==> src/ildl_top_note_placeholder_removed.sv <==
`timescale 1ns/1ps
`default_nettype none
`default_nettype wire

==> src/ildl_pkg.sv <==
// Constants, codes and carrier types of the interlock diagnostic logic.
// Assumes a single 50 MHz clock and an AXI4-Lite master for software access.
package ildl_pkg;

  // Clock rate and timing figures
  localparam longint unsigned CLK_HZ         = 64'd50000000;
  localparam longint unsigned WARN_TIME_MIN  = 64'd30;
  localparam longint unsigned WARN_CYCLES    = WARN_TIME_MIN * 64'd60 * CLK_HZ;
  localparam longint unsigned FLASH_PULSE_MS = 64'd250;
  localparam longint unsigned FLASH_GAP_MS   = 64'd1000;
  localparam longint unsigned BLINK_MS       = 64'd250;
  localparam longint unsigned FLASH_PULSE_CYCLES = FLASH_PULSE_MS * CLK_HZ / 64'd1000;
  localparam longint unsigned FLASH_GAP_CYCLES   = FLASH_GAP_MS * CLK_HZ / 64'd1000;
  localparam longint unsigned BLINK_CYCLES       = BLINK_MS * CLK_HZ / 64'd1000;

  // Daisy chain length limit
  localparam logic [4:0] CHAIN_MAX = 5'h1f;

  // Register byte offsets
  localparam logic [7:0] ADDR_REQ   = 8'h00;
  localparam logic [7:0] ADDR_RSP   = 8'h04;
  localparam logic [7:0] ADDR_FAULT = 8'h08;

  // Reset values and bus answers
  localparam logic [7:0] REQ_RESET   = 8'h00;
  localparam logic [1:0] RESP_OKAY   = 2'h0;
  localparam logic [1:0] RESP_SLVERR = 2'h2;

  // Red flash codes, pulses per burst
  localparam logic [3:0] CODE_NONE  = 4'h0;
  localparam logic [3:0] CODE_OUT_A = 4'h1;
  localparam logic [3:0] CODE_OUT_B = 4'h2;
  localparam logic [3:0] CODE_CROSS = 4'h3;
  localparam logic [3:0] CODE_ACT   = 4'h5;
  localparam logic [3:0] CODE_HOLD  = 4'h6;
  localparam logic [3:0] CODE_TEMP  = 4'ha;
  localparam logic [3:0] CODE_CONT  = 4'hf;

  // Request byte: bit0 magnet, bits 3:1 latching force, bit7 failure reset
  typedef struct packed {
    logic       reset;
    logic [2:0] spare;
    logic [2:0] latch_sel;
    logic       magnet;
  } ildl_req_s;

  // Response byte
  typedef struct packed {
    logic fail;
    logic warn;
    logic spare5;
    logic inputs_ok;
    logic spare3;
    logic locked;
    logic actuator;
    logic out_en;
  } ildl_rsp_s;

  // Yellow LED modes
  typedef enum logic [2:0] {
    YEL_OFF   = 3'b001,
    YEL_ON    = 3'b010,
    YEL_FLASH = 3'b100
  } ildl_yel_e;

endpackage : ildl_pkg

==> src/ildl_timer.sv <==
// Warning timer: counts while run is high, flags expiry, clears when run drops.
// Assumes run stays high for the whole delay; any gap restarts the count.
`timescale 1ns/1ps
`default_nettype none
module ildl_timer
  import ildl_pkg::*;
#(
  parameter int              CW    = 37,
  parameter longint unsigned LIMIT = WARN_CYCLES
) (
  // Clock and reset
  input  wire logic aclk,
  input  wire logic aresetn,
  // Control and result
  input  wire logic run,
  output logic      expired
);
  typedef struct packed {
    logic [CW-1:0] cnt;
    logic          done;
  } ildl_tmr_s;

  ildl_tmr_s q, d;

  // Count up to the limit, then hold the flag
  always_comb begin
    d = q;
    if (!run) begin
      d.cnt  = '0;
      d.done = 1'b0;
    end else if (q.cnt == CW'(LIMIT - 64'd1)) begin
      d.done = 1'b1;
    end else begin
      d.cnt = q.cnt + CW'(1);
    end
  end

  always_ff @(posedge aclk) begin
    if (!aresetn) begin
      q <= '0;
    end else begin
      q <= d;
    end
  end

  assign expired = q.done;

endmodule : ildl_timer
`default_nettype wire

==> src/ildl_flash.sv <==
// Red LED flash-code generator: bursts of code pulses, then a long dark gap.
// Code 0 is dark and code 15 is steady, both at once; other code changes take effect at burst end.
`timescale 1ns/1ps
`default_nettype none
module ildl_flash
  import ildl_pkg::*;
#(
  parameter int              CW    = 26,
  parameter longint unsigned PULSE = FLASH_PULSE_CYCLES,
  parameter longint unsigned GAP   = FLASH_GAP_CYCLES
) (
  // Clock and reset
  input  wire logic       aclk,
  input  wire logic       aresetn,
  // Code in, LED out
  input  wire logic [3:0] code,
  output logic            led
);
  typedef struct packed {
    logic [CW-1:0] cnt;
    logic [3:0]    left;
    logic          on;
  } ildl_fl_s;

  ildl_fl_s q, d;

  // Pulse and gap sequencer
  always_comb begin
    d = q;
    if (code == CODE_NONE || code == CODE_CONT) begin
      d.cnt  = '0;
      d.left = 4'h0;
      d.on   = 1'b0;
    end else if (q.cnt != '0) begin
      d.cnt = q.cnt - CW'(1);
    end else if (q.on) begin
      d.on   = 1'b0;
      d.left = q.left - 4'h1;
      d.cnt  = (q.left == 4'h1) ? CW'(GAP - 64'd1) : CW'(PULSE - 64'd1);
    end else begin
      d.on   = 1'b1;
      d.left = (q.left == 4'h0) ? code : q.left;
      d.cnt  = CW'(PULSE - 64'd1);
    end
  end

  always_ff @(posedge aclk) begin
    if (!aresetn) begin
      q   <= '0;
      led <= 1'b0;
    end else begin
      q   <= d;
      led <= (code == CODE_CONT) | d.on;
    end
  end

endmodule : ildl_flash
`default_nettype wire

==> src/ildl_top.sv <==
// Interlock diagnostic logic: fault classes, outputs, LEDs, request and response bytes.
// Assumes sensor inputs are synchronous to aclk and an AXI4-Lite master on the bus.
//
// Decided for this implementation: the register addresses and the AXI4-Lite register port.
`timescale 1ns/1ps
`default_nettype none
// How it works
// - Output A, output B, cross-wire faults flash 1, 2, 3 pulses; switch-off after 30 min.
// - Actuator, holding force, overtemperature flash 5, 6, 10; outputs drop at once.
// - Internal failure: red steady, both outputs off while it lasts.
// - Cross-wire and output A, B short faults give delayed switch-off; overtemperature drops at once.
// - Stored failure clears after guard open-close once cause gone; relock re-enables.
// - Warning keeps outputs on, runs 30 min timer, expiry becomes failure.
// - Warning clears by itself when its cause disappears.
// - Green on while supply present and device ready.
// - Yellow flashes when actuator is near edge of switching range.
// - Red active whenever failure or warning is present.
// - Diagnostic pin means guard closed, actuator in, locked if commanded; not safety.
// - Closed, commanded, locked: outputs high, yellow steady, diag high.
// - Closed, actuator in, command low: outputs low, yellow flashes, diag high.
// - Commanded but holding force short: outputs low, yellow flashes, diag low.
// - Requests pass along a chain of at most 31 devices.
// - Each device has one status byte and one request byte.
// - Gateway communication failure keeps the switching condition unchanged.
// - Request bit0 magnet, bits 3:1 force; response bits 0,1,2,4,6,7.
// - Falling reset bit of request byte also clears a failure once cause gone.
module ildl_top
  import ildl_pkg::*;
#(
  parameter int              ADDR_W     = 8,
  parameter longint unsigned WARN_CYC   = WARN_CYCLES,
  parameter longint unsigned PULSE_CYC  = FLASH_PULSE_CYCLES,
  parameter longint unsigned GAP_CYC    = FLASH_GAP_CYCLES,
  parameter longint unsigned BLINK_CYC  = BLINK_CYCLES
) (
  // Clock and reset
  input  wire logic              aclk,
  input  wire logic              aresetn,
  // AXI4-Lite write
  input  wire logic [ADDR_W-1:0] s_axi_awaddr,
  input  wire logic              s_axi_awvalid,
  output logic                   s_axi_awready,
  input  wire logic [31:0]       s_axi_wdata,
  input  wire logic [3:0]        s_axi_wstrb,
  input  wire logic              s_axi_wvalid,
  output logic                   s_axi_wready,
  output logic [1:0]             s_axi_bresp,
  output logic                   s_axi_bvalid,
  input  wire logic              s_axi_bready,
  // AXI4-Lite read
  input  wire logic [ADDR_W-1:0] s_axi_araddr,
  input  wire logic              s_axi_arvalid,
  output logic                   s_axi_arready,
  output logic [31:0]            s_axi_rdata,
  output logic [1:0]             s_axi_rresp,
  output logic                   s_axi_rvalid,
  input  wire logic              s_axi_rready,
  // Guard and lock sensing
  input  wire logic              guard_closed,
  input  wire logic              actuator_present,
  input  wire logic              actuator_near_edge,
  input  wire logic              lock_achieved,
  input  wire logic              solenoid_command,
  input  wire logic              upstream_enable_a,
  input  wire logic              upstream_enable_b,
  input  wire logic              supply_ok,
  // Fault detectors
  input  wire logic              fault_out_a,
  input  wire logic              fault_out_b,
  input  wire logic              fault_cross,
  input  wire logic              fault_actuator,
  input  wire logic              fault_holding,
  input  wire logic              fault_overtemp,
  input  wire logic              fault_internal,
  input  wire logic              comm_fail,
  // Serial diagnostic chain, upstream side
  input  wire logic              serial_diag_port_valid,
  input  wire logic [4:0]        serial_diag_port_addr,
  input  wire logic [7:0]        serial_diag_port_data,
  output logic                   sd_up_valid,
  output logic [7:0]             sd_up_data,
  // Serial diagnostic chain, downstream side
  output logic                   sd_dn_valid,
  output logic [4:0]             sd_dn_addr,
  output logic [7:0]             sd_dn_data,
  // Switching and indication
  output logic                   safety_switch_a,
  output logic                   safety_switch_b,
  output logic [2:0]             latch_force,
  output logic                   magnet_on,
  output logic                   led_green,
  output logic                   led_yellow,
  output logic                   led_red,
  output logic                   diag_signal_pin
);
  localparam int BW = $clog2(BLINK_CYC + 64'd1);

  typedef struct packed {
    ildl_req_s   req;
    logic        rst_prev;
    logic        fail;
    logic [3:0]  fail_code;
    logic        warn;
    logic        open_seen;
    logic [3:0]  code;
    logic        sw;
    logic        green;
    ildl_yel_e   yel;
    logic        blink;
    logic [BW-1:0] blink_cnt;
    logic        yellow;
    logic        diag;
    logic        magnet;
    logic        dn_valid;
    logic [4:0]  dn_addr;
    logic [7:0]  dn_data;
    logic        up_valid;
    logic [7:0]  up_data;
    logic        aw_got;
    logic        w_got;
    logic [ADDR_W-1:0] awaddr;
    logic [7:0]  wdata;
    logic        wstrb0;
    logic        awready;
    logic        wready;
    logic        bvalid;
    logic [1:0]  bresp;
    logic        arready;
    logic        rvalid;
    logic [31:0] rdata;
    logic [1:0]  rresp;
  } ildl_top_st_s;

  ildl_top_st_s q, d;
  logic         warn_expired;

  // Fault classes
  logic       imm_any;
  logic       dly_any;
  logic       cause_any;
  logic [3:0] imm_code;
  logic [3:0] dly_code;
  logic       cmd;
  logic       ready_ok;
  ildl_rsp_s  rsp;

  assign imm_any   = fault_actuator | fault_holding | fault_overtemp;
  assign dly_any   = fault_out_a | fault_out_b | fault_cross;
  assign cause_any = imm_any | dly_any | fault_internal;
  assign cmd       = solenoid_command | q.req.magnet;
  assign ready_ok  = supply_ok & ~fault_internal;

  // Highest pulse count is the most severe of each class
  assign imm_code = fault_overtemp ? CODE_TEMP :
                    fault_holding  ? CODE_HOLD :
                    fault_actuator ? CODE_ACT  : CODE_NONE;
  assign dly_code = fault_cross ? CODE_CROSS :
                    fault_out_b ? CODE_OUT_B :
                    fault_out_a ? CODE_OUT_A : CODE_NONE;

  // Response byte, refreshed every cycle
  always_comb begin
    rsp           = '0;
    rsp.out_en    = q.sw;
    rsp.actuator  = actuator_present;
    rsp.locked    = lock_achieved;
    rsp.inputs_ok = upstream_enable_a & upstream_enable_b;
    rsp.warn      = q.warn;
    rsp.fail      = q.fail | fault_internal;
  end

  // Warning delay runs only while a delayed fault is shown as a warning
  ildl_timer #(
    .CW    (37),
    .LIMIT (WARN_CYC)
  ) u_warn_timer (
    .aclk    (aclk),
    .aresetn (aresetn),
    .run     (q.warn),
    .expired (warn_expired)
  );

  // Red LED sequencer
  ildl_flash #(
    .CW    (26),
    .PULSE (PULSE_CYC),
    .GAP   (GAP_CYC)
  ) u_red_flash (
    .aclk    (aclk),
    .aresetn (aresetn),
    .code    (q.code),
    .led     (led_red)
  );

  // Next state of the whole block
  always_comb begin
    logic fail_set;
    logic fail_clr;
    logic rst_fall;
    logic sw_ok;
    fail_set = 1'b0;
    fail_clr = 1'b0;
    rst_fall = 1'b0;
    sw_ok    = 1'b0;
    d = q;

    // Request byte from the gateway; frozen while the link is down
    d.up_valid = 1'b0;
    d.dn_valid = 1'b0;
    if (!comm_fail && serial_diag_port_valid) begin
      if (serial_diag_port_addr == 5'h00) begin
        d.req      = ildl_req_s'(serial_diag_port_data);
        d.up_valid = 1'b1;
        d.up_data  = rsp;
      end else if (serial_diag_port_addr < CHAIN_MAX) begin
        d.dn_valid = 1'b1;
        d.dn_addr  = serial_diag_port_addr - 5'h01;
        d.dn_data  = serial_diag_port_data;
      end
    end

    // AXI4-Lite write: address and data in either order
    if (s_axi_awvalid && q.awready) begin
      d.aw_got = 1'b1;
      d.awaddr = s_axi_awaddr;
    end
    if (s_axi_wvalid && q.wready) begin
      d.w_got  = 1'b1;
      d.wdata  = s_axi_wdata[7:0];
      d.wstrb0 = s_axi_wstrb[0];
    end
    if (q.bvalid && s_axi_bready) begin
      d.bvalid = 1'b0;
    end
    if (d.aw_got && d.w_got && !q.bvalid) begin
      d.aw_got = 1'b0;
      d.w_got  = 1'b0;
      d.bvalid = 1'b1;
      d.bresp  = RESP_SLVERR;
      if (d.awaddr == ADDR_W'(ADDR_REQ)) begin
        d.bresp = RESP_OKAY;
        if (d.wstrb0 && !comm_fail) begin
          d.req = ildl_req_s'(d.wdata);
        end
      end else if (d.awaddr == ADDR_W'(ADDR_RSP) || d.awaddr == ADDR_W'(ADDR_FAULT)) begin
        d.bresp = RESP_OKAY;
      end
    end
    d.awready = !d.aw_got && !d.bvalid;
    d.wready  = !d.w_got && !d.bvalid;

    // AXI4-Lite read: answer one cycle after the address is taken
    if (q.rvalid && s_axi_rready) begin
      d.rvalid = 1'b0;
    end
    if (s_axi_arvalid && q.arready) begin
      d.rvalid = 1'b1;
      d.rresp  = RESP_OKAY;
      d.rdata  = 32'h00000000;
      if (s_axi_araddr == ADDR_W'(ADDR_REQ)) begin
        d.rdata = {24'h000000, q.req};
      end else if (s_axi_araddr == ADDR_W'(ADDR_RSP)) begin
        d.rdata = {24'h000000, rsp};
      end else if (s_axi_araddr == ADDR_W'(ADDR_FAULT)) begin
        d.rdata = {24'h000000, q.fail_code, q.code};
      end else begin
        d.rresp = RESP_SLVERR;
      end
    end
    d.arready = !d.rvalid;

    // Failure latch; a new fault in the clearing cycle wins
    rst_fall   = q.rst_prev & ~q.req.reset;
    d.rst_prev = q.req.reset;
    fail_set   = imm_any | (q.warn & warn_expired);
    if (q.fail && !guard_closed) begin
      d.open_seen = 1'b1;
    end
    fail_clr = !cause_any && ((q.open_seen && guard_closed) || rst_fall);
    if (fail_set) begin
      d.fail = 1'b1;
      if (!q.fail || imm_any) begin
        d.fail_code = imm_any ? imm_code : dly_code;
      end
    end else if (fail_clr) begin
      d.fail      = 1'b0;
      d.fail_code = CODE_NONE;
      d.open_seen = 1'b0;
    end

    // Warning follows its cause directly, no guard cycle needed
    d.warn = dly_any & ~d.fail;

    // Displayed code: internal, then immediate, then delayed
    if (fault_internal) begin
      d.code = CODE_CONT;
    end else if (d.fail) begin
      d.code = d.fail_code;
    end else if (d.warn) begin
      d.code = dly_code;
    end else begin
      d.code = CODE_NONE;
    end

    // Safety outputs: any immediate fault or latched failure drops them
    sw_ok = guard_closed & lock_achieved & cmd & upstream_enable_a & upstream_enable_b;
    d.sw  = sw_ok & ~imm_any & ~fault_internal & ~d.fail;

    // Green and diagnostic pin; diag is indication only
    d.green  = ready_ok;
    d.diag   = guard_closed & actuator_present & ~(cmd & ~lock_achieved)
             & ~d.fail & ~d.warn & ~fault_internal;
    d.magnet = cmd;

    // Yellow mode
    if (d.fail || fault_internal || !guard_closed) begin
      d.yel = YEL_OFF;
    end else if (actuator_near_edge || !d.sw) begin
      d.yel = actuator_present ? YEL_FLASH : YEL_OFF;
    end else begin
      d.yel = YEL_ON;
    end

    // Blink base shared by every flashing yellow mode
    if (q.blink_cnt == BW'(BLINK_CYC - 64'd1)) begin
      d.blink_cnt = '0;
      d.blink     = ~q.blink;
    end else begin
      d.blink_cnt = q.blink_cnt + BW'(1);
    end
    unique case (d.yel)
      YEL_OFF:   d.yellow = 1'b0;
      YEL_ON:    d.yellow = 1'b1;
      YEL_FLASH: d.yellow = d.blink;
      default:   d.yellow = 1'b0;
    endcase
  end

  // State register
  always_ff @(posedge aclk) begin
    if (!aresetn) begin
      q     <= '0;
      q.req <= ildl_req_s'(REQ_RESET);
      q.yel <= YEL_OFF;
    end else begin
      q <= d;
    end
  end

  // Outputs straight from the state register
  assign s_axi_awready   = q.awready;
  assign s_axi_wready    = q.wready;
  assign s_axi_bvalid    = q.bvalid;
  assign s_axi_bresp     = q.bresp;
  assign s_axi_arready   = q.arready;
  assign s_axi_rvalid    = q.rvalid;
  assign s_axi_rdata     = q.rdata;
  assign s_axi_rresp     = q.rresp;
  assign sd_up_valid     = q.up_valid;
  assign sd_up_data      = q.up_data;
  assign sd_dn_valid     = q.dn_valid;
  assign sd_dn_addr      = q.dn_addr;
  assign sd_dn_data      = q.dn_data;
  assign safety_switch_a = q.sw;
  assign safety_switch_b = q.sw;
  assign latch_force     = q.req.latch_sel;
  assign magnet_on       = q.magnet;
  assign led_green       = q.green;
  assign led_yellow      = q.yellow;
  assign diag_signal_pin = q.diag;

  // Falling reset bit, visible to the checks below
  logic rst_fall_w;
  assign rst_fall_w = q.rst_prev & ~q.req.reset;
endmodule : ildl_top
`default_nettype wire

==> config.mk <==
export PLATFORM = sky130hd
export DESIGN_NAME = ildl_top
export DESIGN_NICKNAME = d
export VERILOG_FILES = /design/src/ildl_top_note_placeholder_removed.sv /design/src/ildl_pkg.sv /design/src/ildl_timer.sv /design/src/ildl_flash.sv /design/src/ildl_top.sv
export SDC_FILE = /design/constraint.sdc
export NUM_CORES = 1
export LEC_CHECK = 0
export BUFFER_PORTS_ARGS = -buffer_cell sky130_fd_sc_hd__buf_2
export CAP_MARGIN = 10
export CORE_UTILIZATION = 43
export DETAILED_ROUTE_END_ITERATION = 12
export PLACE_DENSITY = 0.73
export SLEW_MARGIN = 10
export SYNTH_ARGS = -nofsm -noshare
export SYNTH_HDL_FRONTEND = slang
export SYNTH_SLANG_ARGS = --single-unit
==> constraint.sdc <==
create_clock -name aclk -period 4.8 [get_ports aclk]
set_clock_uncertainty 0.1 [all_clocks]
set_input_delay 0.24 -clock aclk [delete_from_list [all_inputs] [get_ports aclk]]
set_output_delay 0.24 -clock aclk [all_outputs]
set_load 0.05 [all_outputs]
==> run metrics, run 1 <==
GPL Wtd Cong=0.811; layout cells sized above 1=approximately 15%; Cell Int Power=0.00282 W; clk slew on worst S/H paths=0.06 ns; CP arrival=2.97 ns; largest net degree at the start of global routing=51; DR iter-0 viols=405; # nets final=between 1,000 and 1,500; Critical Path RT=approximately 5 ns; achievable frequency=around 360 MHz; Rows=50; floorplan die width=140 µm; crit end category=flip-flop; critical path launch point type=flip-flop; DR DRC count=0; final setup fails=0; clk_lat worst skew=0.43 ns; Layout area overhead=14.1%; Layout fillers=1,772; maximum capacitance violations=0; EDFF count, synth=0; register area share after synthesis=42.7%; initial antenna violation count=5; Yosys warnings=0; R2R cell count=5; post_cts resized=0; post-DP HPWL=12,200 µm; sw frac=between 30% and 40%; worst-margin pin slew=1.02 ns; unrepaired setup endpoints after global routing=false; main area contributors after synthesis=dfxtp_1 43%, nor2_1 6.3%, buf_4 5.7%; combinational share of power=26.3%; asr flop ratio synth=0%; CP peak stage delay=approximately 0.89 ns; Pwr Total=0.00418 W; synthesized area=about 0.0082 mm²; Setup TNS=0 ns; Mapped Cells=961; cell type of the slowest stage on the worst timing path=nor4_2; LEAKAGE=3.58 nW; outcome=completed; RR Endpoint=u_warn_timer.q[2]; Starting Density=43.9%; met2 wire length=8430 µm; Ports=approximately 160; vias in the first global route=6,109; Peak VDD IR=roughly 0.25 mV; Max Buffers Root-to-Sink=2; Top Layer Used=met5; # H-tree levels=4; CTS Buf Count=17; Switch Pwr=approximately 0.0014 W; ANT nets after route=0; endpoints failing hold=0; IO Port Bufs=107; post-place setup slack=2.01 ns; CP most frequent cell=or4_1; worst hold path class=in2reg; core outline area=0.0187 mm²; Die ar.=0.0196 mm²; Vias per Instance=between 5 and 6; wire per inst=13.9 µm; root buffer cell=clkbuf_16; synth unique cells=61; Worst Path Max Fanout=13; drt pass-1 iters=5; Max-slew headroom=31.2%; Met3 Wirelength=728 µm; max-slew violations=0; worst hold margin=0.00780 ns; routed wire length=17,900 µm; Tot GR Track Use=18.5%; global-route wire length before repair=29,400 µm; R2R Path Start=u_warn_timer.q[13]; final worst-path cycle share=57.7%; die height=roughly 140 µm; final worst path period need=2.77 ns; clock power share=32.3%; CP Cell Sequence=or4_1 > or4_1 > nor4_2 > mux2i_1 > nor2_1; Avg Inst Size Synth=8.54 µm²; CP startpoint=u_warn_timer.q[13]; CTS sink count=175; M1 WL=8420 µm; reg2reg setup slack=2.03 ns; Top FF cell, synth=dfxtp_1; part of the power in registers=between 40% and 50%; top-area cell type share of the netlist area=42.7%; Vias=6,734; remaining global-route overflow=0; Seq cells post-synth=175; CTS tree=yes; PwrDens=446 mW/mm²; crit path capture=u_warn_timer.q[2]; Setup CP Type=reg2reg; cell taking the most area after synthesis=dfxtp_1; Setup WS post-layout=2.03 ns
[area by class of cell]
class | instances | area (µm²) | area share (%)
Sequential cell | 175 | 3500 | 37.4
Timing Repair Buffer | 133 | 788 | 8.42
Multi-Input combinational cell | 695 | 4130 | 44.1
Clock inverter | 9 | 111 | 1.19
Inverter | 20 | 75.1 | 0.802
Antenna cell | 4 | 10.0 | 0.107
Tap cell | 234 | 293 | 3.13
Clock buffer | 20 | 457 | 4.88
[critical path, delay by kind of cell (launching register included)]
kind             cells  cell delay [ns]
flip-flops           1             0.35
multiplexers         1             0.26
AND/OR/NAND/NOR      4             1.93
[power groups by stage]
stage | sequential [W] | clock [W] | combinational, W
global route | 0.00174 | 0.00143 | 0.00121
CTS | 0.00173 | 0.00138 | 0.00110
finish | 0.00173 | 0.00135 | 0.00110
global placement | 0.00175 | 0 | 0.00105
floorplan | 0.00175 | 0 | 0.000892
detailed placement | 0.00175 | 0 | 0.00107
[cell families (layout without fill, tap and decap cells)]
family | Yosys count | in the layout | synth area share [%]
flops | 175 | 175 | 42.7
compound gates | 137 | 137 | 10.1
xor+xnor | 63 | 63 | 6.73
mux | 39 | 39 | 4.88
fa+ha+maj | 7 | 7 | 1.07
other cells | 1 | 32 | 0.0457
simple gates | 421 | 421 | 26.3
buf+inv | 118 | 182 | 8.25
[how the worst min path moves through the flow]
stage	from	endpoint	slack (ns)	cells past startpoint
floorplan	fault_overtemp	q[124]	0.21	1
global placement	q[86]	q[86]	0.34	1
detailed placement	q[50]	q[50]	0.35	2
CTS	s_axi_arvalid	s_axi_rresp[1]	0.001	3
global route	serial_diag_port_addr[0]	sd_dn_addr[0]	0.005	3
finish	s_axi_arvalid	s_axi_rresp[1]	0.008	3
[flip-flops by register name (all words and copies together) (netlist names), 3 cells and up]
register        flops
q                  60
u_warn_timer.q     37
u_red_flash.q      31
s_axi_rdata         8
sd_dn_data          8
sd_up_data          6
sd_dn_addr          5
latch_force         3
[synthesized netlist by cell type, types with 14 or more instances]
library cell  count
dfxtp_1         175
nor2_1          138
nand2_1          70
a21oi_1          62
buf_4            62
xnor2_1          49
nor3_1           44
mux2i_1          31
clkbuf_1         30
nand3_1          29
nor4_1           24
o21ai_0          24
inv_1            20
nand4_1          20
or3_1            17
nand2b_1         14
xor2_1           14
[layer usage]
layer / vias up / track usage [%]
met5: - / 0
met4: 2 / 8.39
met3: 26 / 4.34
met2: 150 / 30.0
met1: 3122 / 23.5
li1: 3434 / -
[timing repair]
| action | CTS | global route |
|---|---|---|
| endpoints found under the hold margin | 22 | 0 |
| hold buffers | 23 | 0 |
| buffers inserted | 0 | 0 |
[stage by stage]
stage	cells	instance area (µm²)	utilization [%]
floorplan	988	8310	-
global placement	1234	8550	45.7
detailed placement	1234	8550	45.7
CTS	1286	9350	50.0
global route	1289	9360	50.0
finish	1290	9360	50.1
[cells in the final DEF, fill, tap and decap left out, drive strengths merged, types with 4 or more instances in the layout]
cell	count
nor2	138
mux2	8
nand2	70
conb	28
clkbuf	20
nand2b	14
a31oi	9
o21ai	24
diode	4
or4	10
mux2i	31
clkinv	4
nand3	30
nor3b	4
dfxtp	175
nand3b	5
dlygate4sd3	23
a22oi	6
nor3	44
nor2b	6
a211oi	12
xnor2	49
nor4	27
xor2	14
and2	8
a21oi	62
nor4b	4
nand4	21
buf	110
or3	17
ha	7
inv	21
and3	8
and4	10
Power figures use the tool's default switching activity.
==> run 2, diff against run 1 <==
- clock period: 4.8 -> 2.7 ns (I/O delays scaled with it)
==> run metrics, run 2 (synthesis results as in run 1) <==
outcome=completed (unchanged); CP Cell Sequence=dlygate4sd3_1 > buf_2 > or4_1 > nor4_1 > o21ai_0 > nor4_4 > buf_4 > mux2_2 (was or4_1 > or4_1 > nor4_2 > mux2i_1 > nor2_1); CTS Buf Count=17 (unchanged); Max-slew headroom=50.0% (was 31.2%); # nets final=1,181 (was 1,138); final worst-path cycle share=~90%; layout cells sized above 1=15.6% (was 15.0%); final setup fails=0 (unchanged); Antenna Cells=0 (was 4); max-slew violations=0 (unchanged); wire per inst=13.9 µm (about the same); critical path launch point type=input pin (was flip-flop); drt pass-1 iters=5 (unchanged); Setup CP Type=in2reg (was reg2reg); Starting Density=43.9% (unchanged); largest registers=q: 60 flops, u_warn_timer.q: 37 flops, u_red_flash.q: 31 flops (unchanged); Tot GR Track Use=19.1% (was 18.5%); floorplan die width=140 µm (unchanged); Met3 Wirelength=799 µm (was 728 µm); Ports=163 (unchanged); met2 wire length=8810 µm (was 8430 µm); LEAKAGE=3.79 nW (was 3.58 nW); cell type of the slowest stage on the worst timing path=dlygate4sd3_1 (was nor4_2); Die ar.=0.0196 mm² (unchanged); IO Port Bufs=107 (unchanged); Post-CTS Setup Inserts=0 (unchanged); ANT nets after route=0 (unchanged); crit end category=flip-flop (unchanged); Vias per Instance=5.21 (was 5.22); achievable frequency=402 MHz; core outline area=0.0187 mm² (unchanged); M1 WL=8500 µm (was 8420 µm); CP arrival=2.71 ns (was 2.97 ns); post-DP HPWL=12,400 µm (was 12,200 µm); routed wire length=18,500 µm (was 17,900 µm); root buffer cell=clkbuf_16 (unchanged); Worst Hold Depth=4 (was 3); Hold-fix buffers, CTS=52 (was 23); remaining global-route overflow=0 (unchanged); CP peak stage delay=0.55 ns (was 0.89 ns); most frequent cells in the layout=175 x dfxtp_1, 138 x nor2_1, 107 x buf_2 (unchanged); # H-tree levels=4 (unchanged); Worst Path Max Fanout=8 (was 13); Setup TNS=0 ns (unchanged); endpoints failing hold=0 (unchanged); CTS tree=yes (unchanged); initial antenna violation count=0 (was 5); Max Buffers Root-to-Sink=2 (unchanged); largest net degree at the start of global routing=50 (was 51); Layout area overhead=19.4% (was 14.1%); Reg with most FFs=q (unchanged); worst hold path class=in2reg (unchanged); Critical Path RT=2.91 ns (was 5.00 ns); fin area=0.00980 mm² (was 0.00936 mm²); DR iter-0 viols=363 (was 405); post_cts resized=0 (unchanged); global-route wire length before repair=30,400 µm (was 29,400 µm); Vias=6,921 (was 6,734); maximum capacitance violations=0 (unchanged); clk slew on worst S/H paths=0.06 ns (about the same); final worst path period need=between 2 and 2.5 ns; max reg flops=60 (unchanged); DR DRC count=0 (unchanged); CTS sink count=175 (unchanged); Top Layer Used=met4 (was met5); commonest non-fill, non-tap cell in the layout=dfxtp_1 (unchanged); Rows=50 (unchanged); clk_lat worst skew=0.43 ns (about the same); Peak VDD IR=0.469 mV (was 0.245 mV); vias in the first global route=6,294 (was 6,109); GPL Wtd Cong=0.810 (was 0.811); R2R cell count=5 (unchanged); worst-margin pin slew=0.749 ns (was 1.02 ns); PwrDens=780 mW/mm² (was 446 mW/mm²); die height=140 µm (unchanged); unrepaired setup endpoints after global routing=false (unchanged); DP Area=0.00867 mm² (was 0.00855 mm²)
run 2: changes by cell type in the layout (fill, tap and decap cells not counted):
cell | before | now
buf_12 | 0 | 1
buf_4 | 3 | 16
bufinv_16 | 2 | 4
clkbuf_1 | 1 | 2
clkbuf_8 | 2 | 1
clkinv_2 | 2 | 1
clkinv_4 | 2 | 3
clkinvlp_4 | 2 | 0
diode_2 | 4 | 0
dlygate4sd3_1 | 23 | 52
run 2: routing by layer:
metal / global-route usage [%] / up-vias
li1: - / 3531
met1: 24.7 / 3212
met2: 31.1 / 151
met3: 4.34 / 27
met4: 7.06 / 0
met5: 0 / -
run 2: through the flow:
| stage | utilization [%] | setup slack (ns) | total power, W | cells | hold slack, ns |
|---|---|---|---|---|---|
| finish | 52.4 | 0.210 | 0.00765 | 1329 | 0.00886 |
| CTS | 52.4 | 0.283 | 0.00769 | 1329 | 0.00194 |
| floorplan | - | 0.270 | 0.00469 | 988 | 0.108 |
| detailed placement | 46.4 | 0.364 | 0.00506 | 1248 | 0.261 |
| global placement | 46.4 | 0.414 | 0.00501 | 1248 | 0.251 |
| global route | 52.4 | 0.107 | 0.00807 | 1329 | 0.0330 |
run 2: power breakdown:
part / internal (W) / leakage (nW) / switching, W
clock network: 0.00156 / 0.296 / 0.00100
registers: 0.00283 / 1.42 / 0.000241
logic: 0.000850 / 2.07 / 0.00116
total: 0.00524 / 3.79 / 0.00240
run 2: cell type report:
class                           instances  area, µm²
Multi-Input combinational cell        695       4130
Clock buffer                           20        447
Inverter                               20       75.1
Clock inverter                          9        160
Tap cell                              234        293
Timing Repair Buffer                  176       1200
Fill cell                            1686       8910
Sequential cell                       175       3500
run 2: path summary, 6_finish.rpt:
| kind | startpoint | to | slack, ns |
|---|---|---|---|
| max reg2reg | u_red_flash.q[22] | u_red_flash.q[27] | 0.35 |
| min reg2reg | q[46] | q[46] | 0.36 |
| max | s_axi_awaddr[6] | q[133] | 0.21 |
| min | serial_diag_port_addr[1] | sd_dn_addr[1] | 0.009 |
run 2: worst max-delay path, delay by kind of cell:
kind	cells	cell delay, ns
simple gates	3	1.08
buf+inv	3	0.89
mux	1	0.35
compound gates	1	0.23
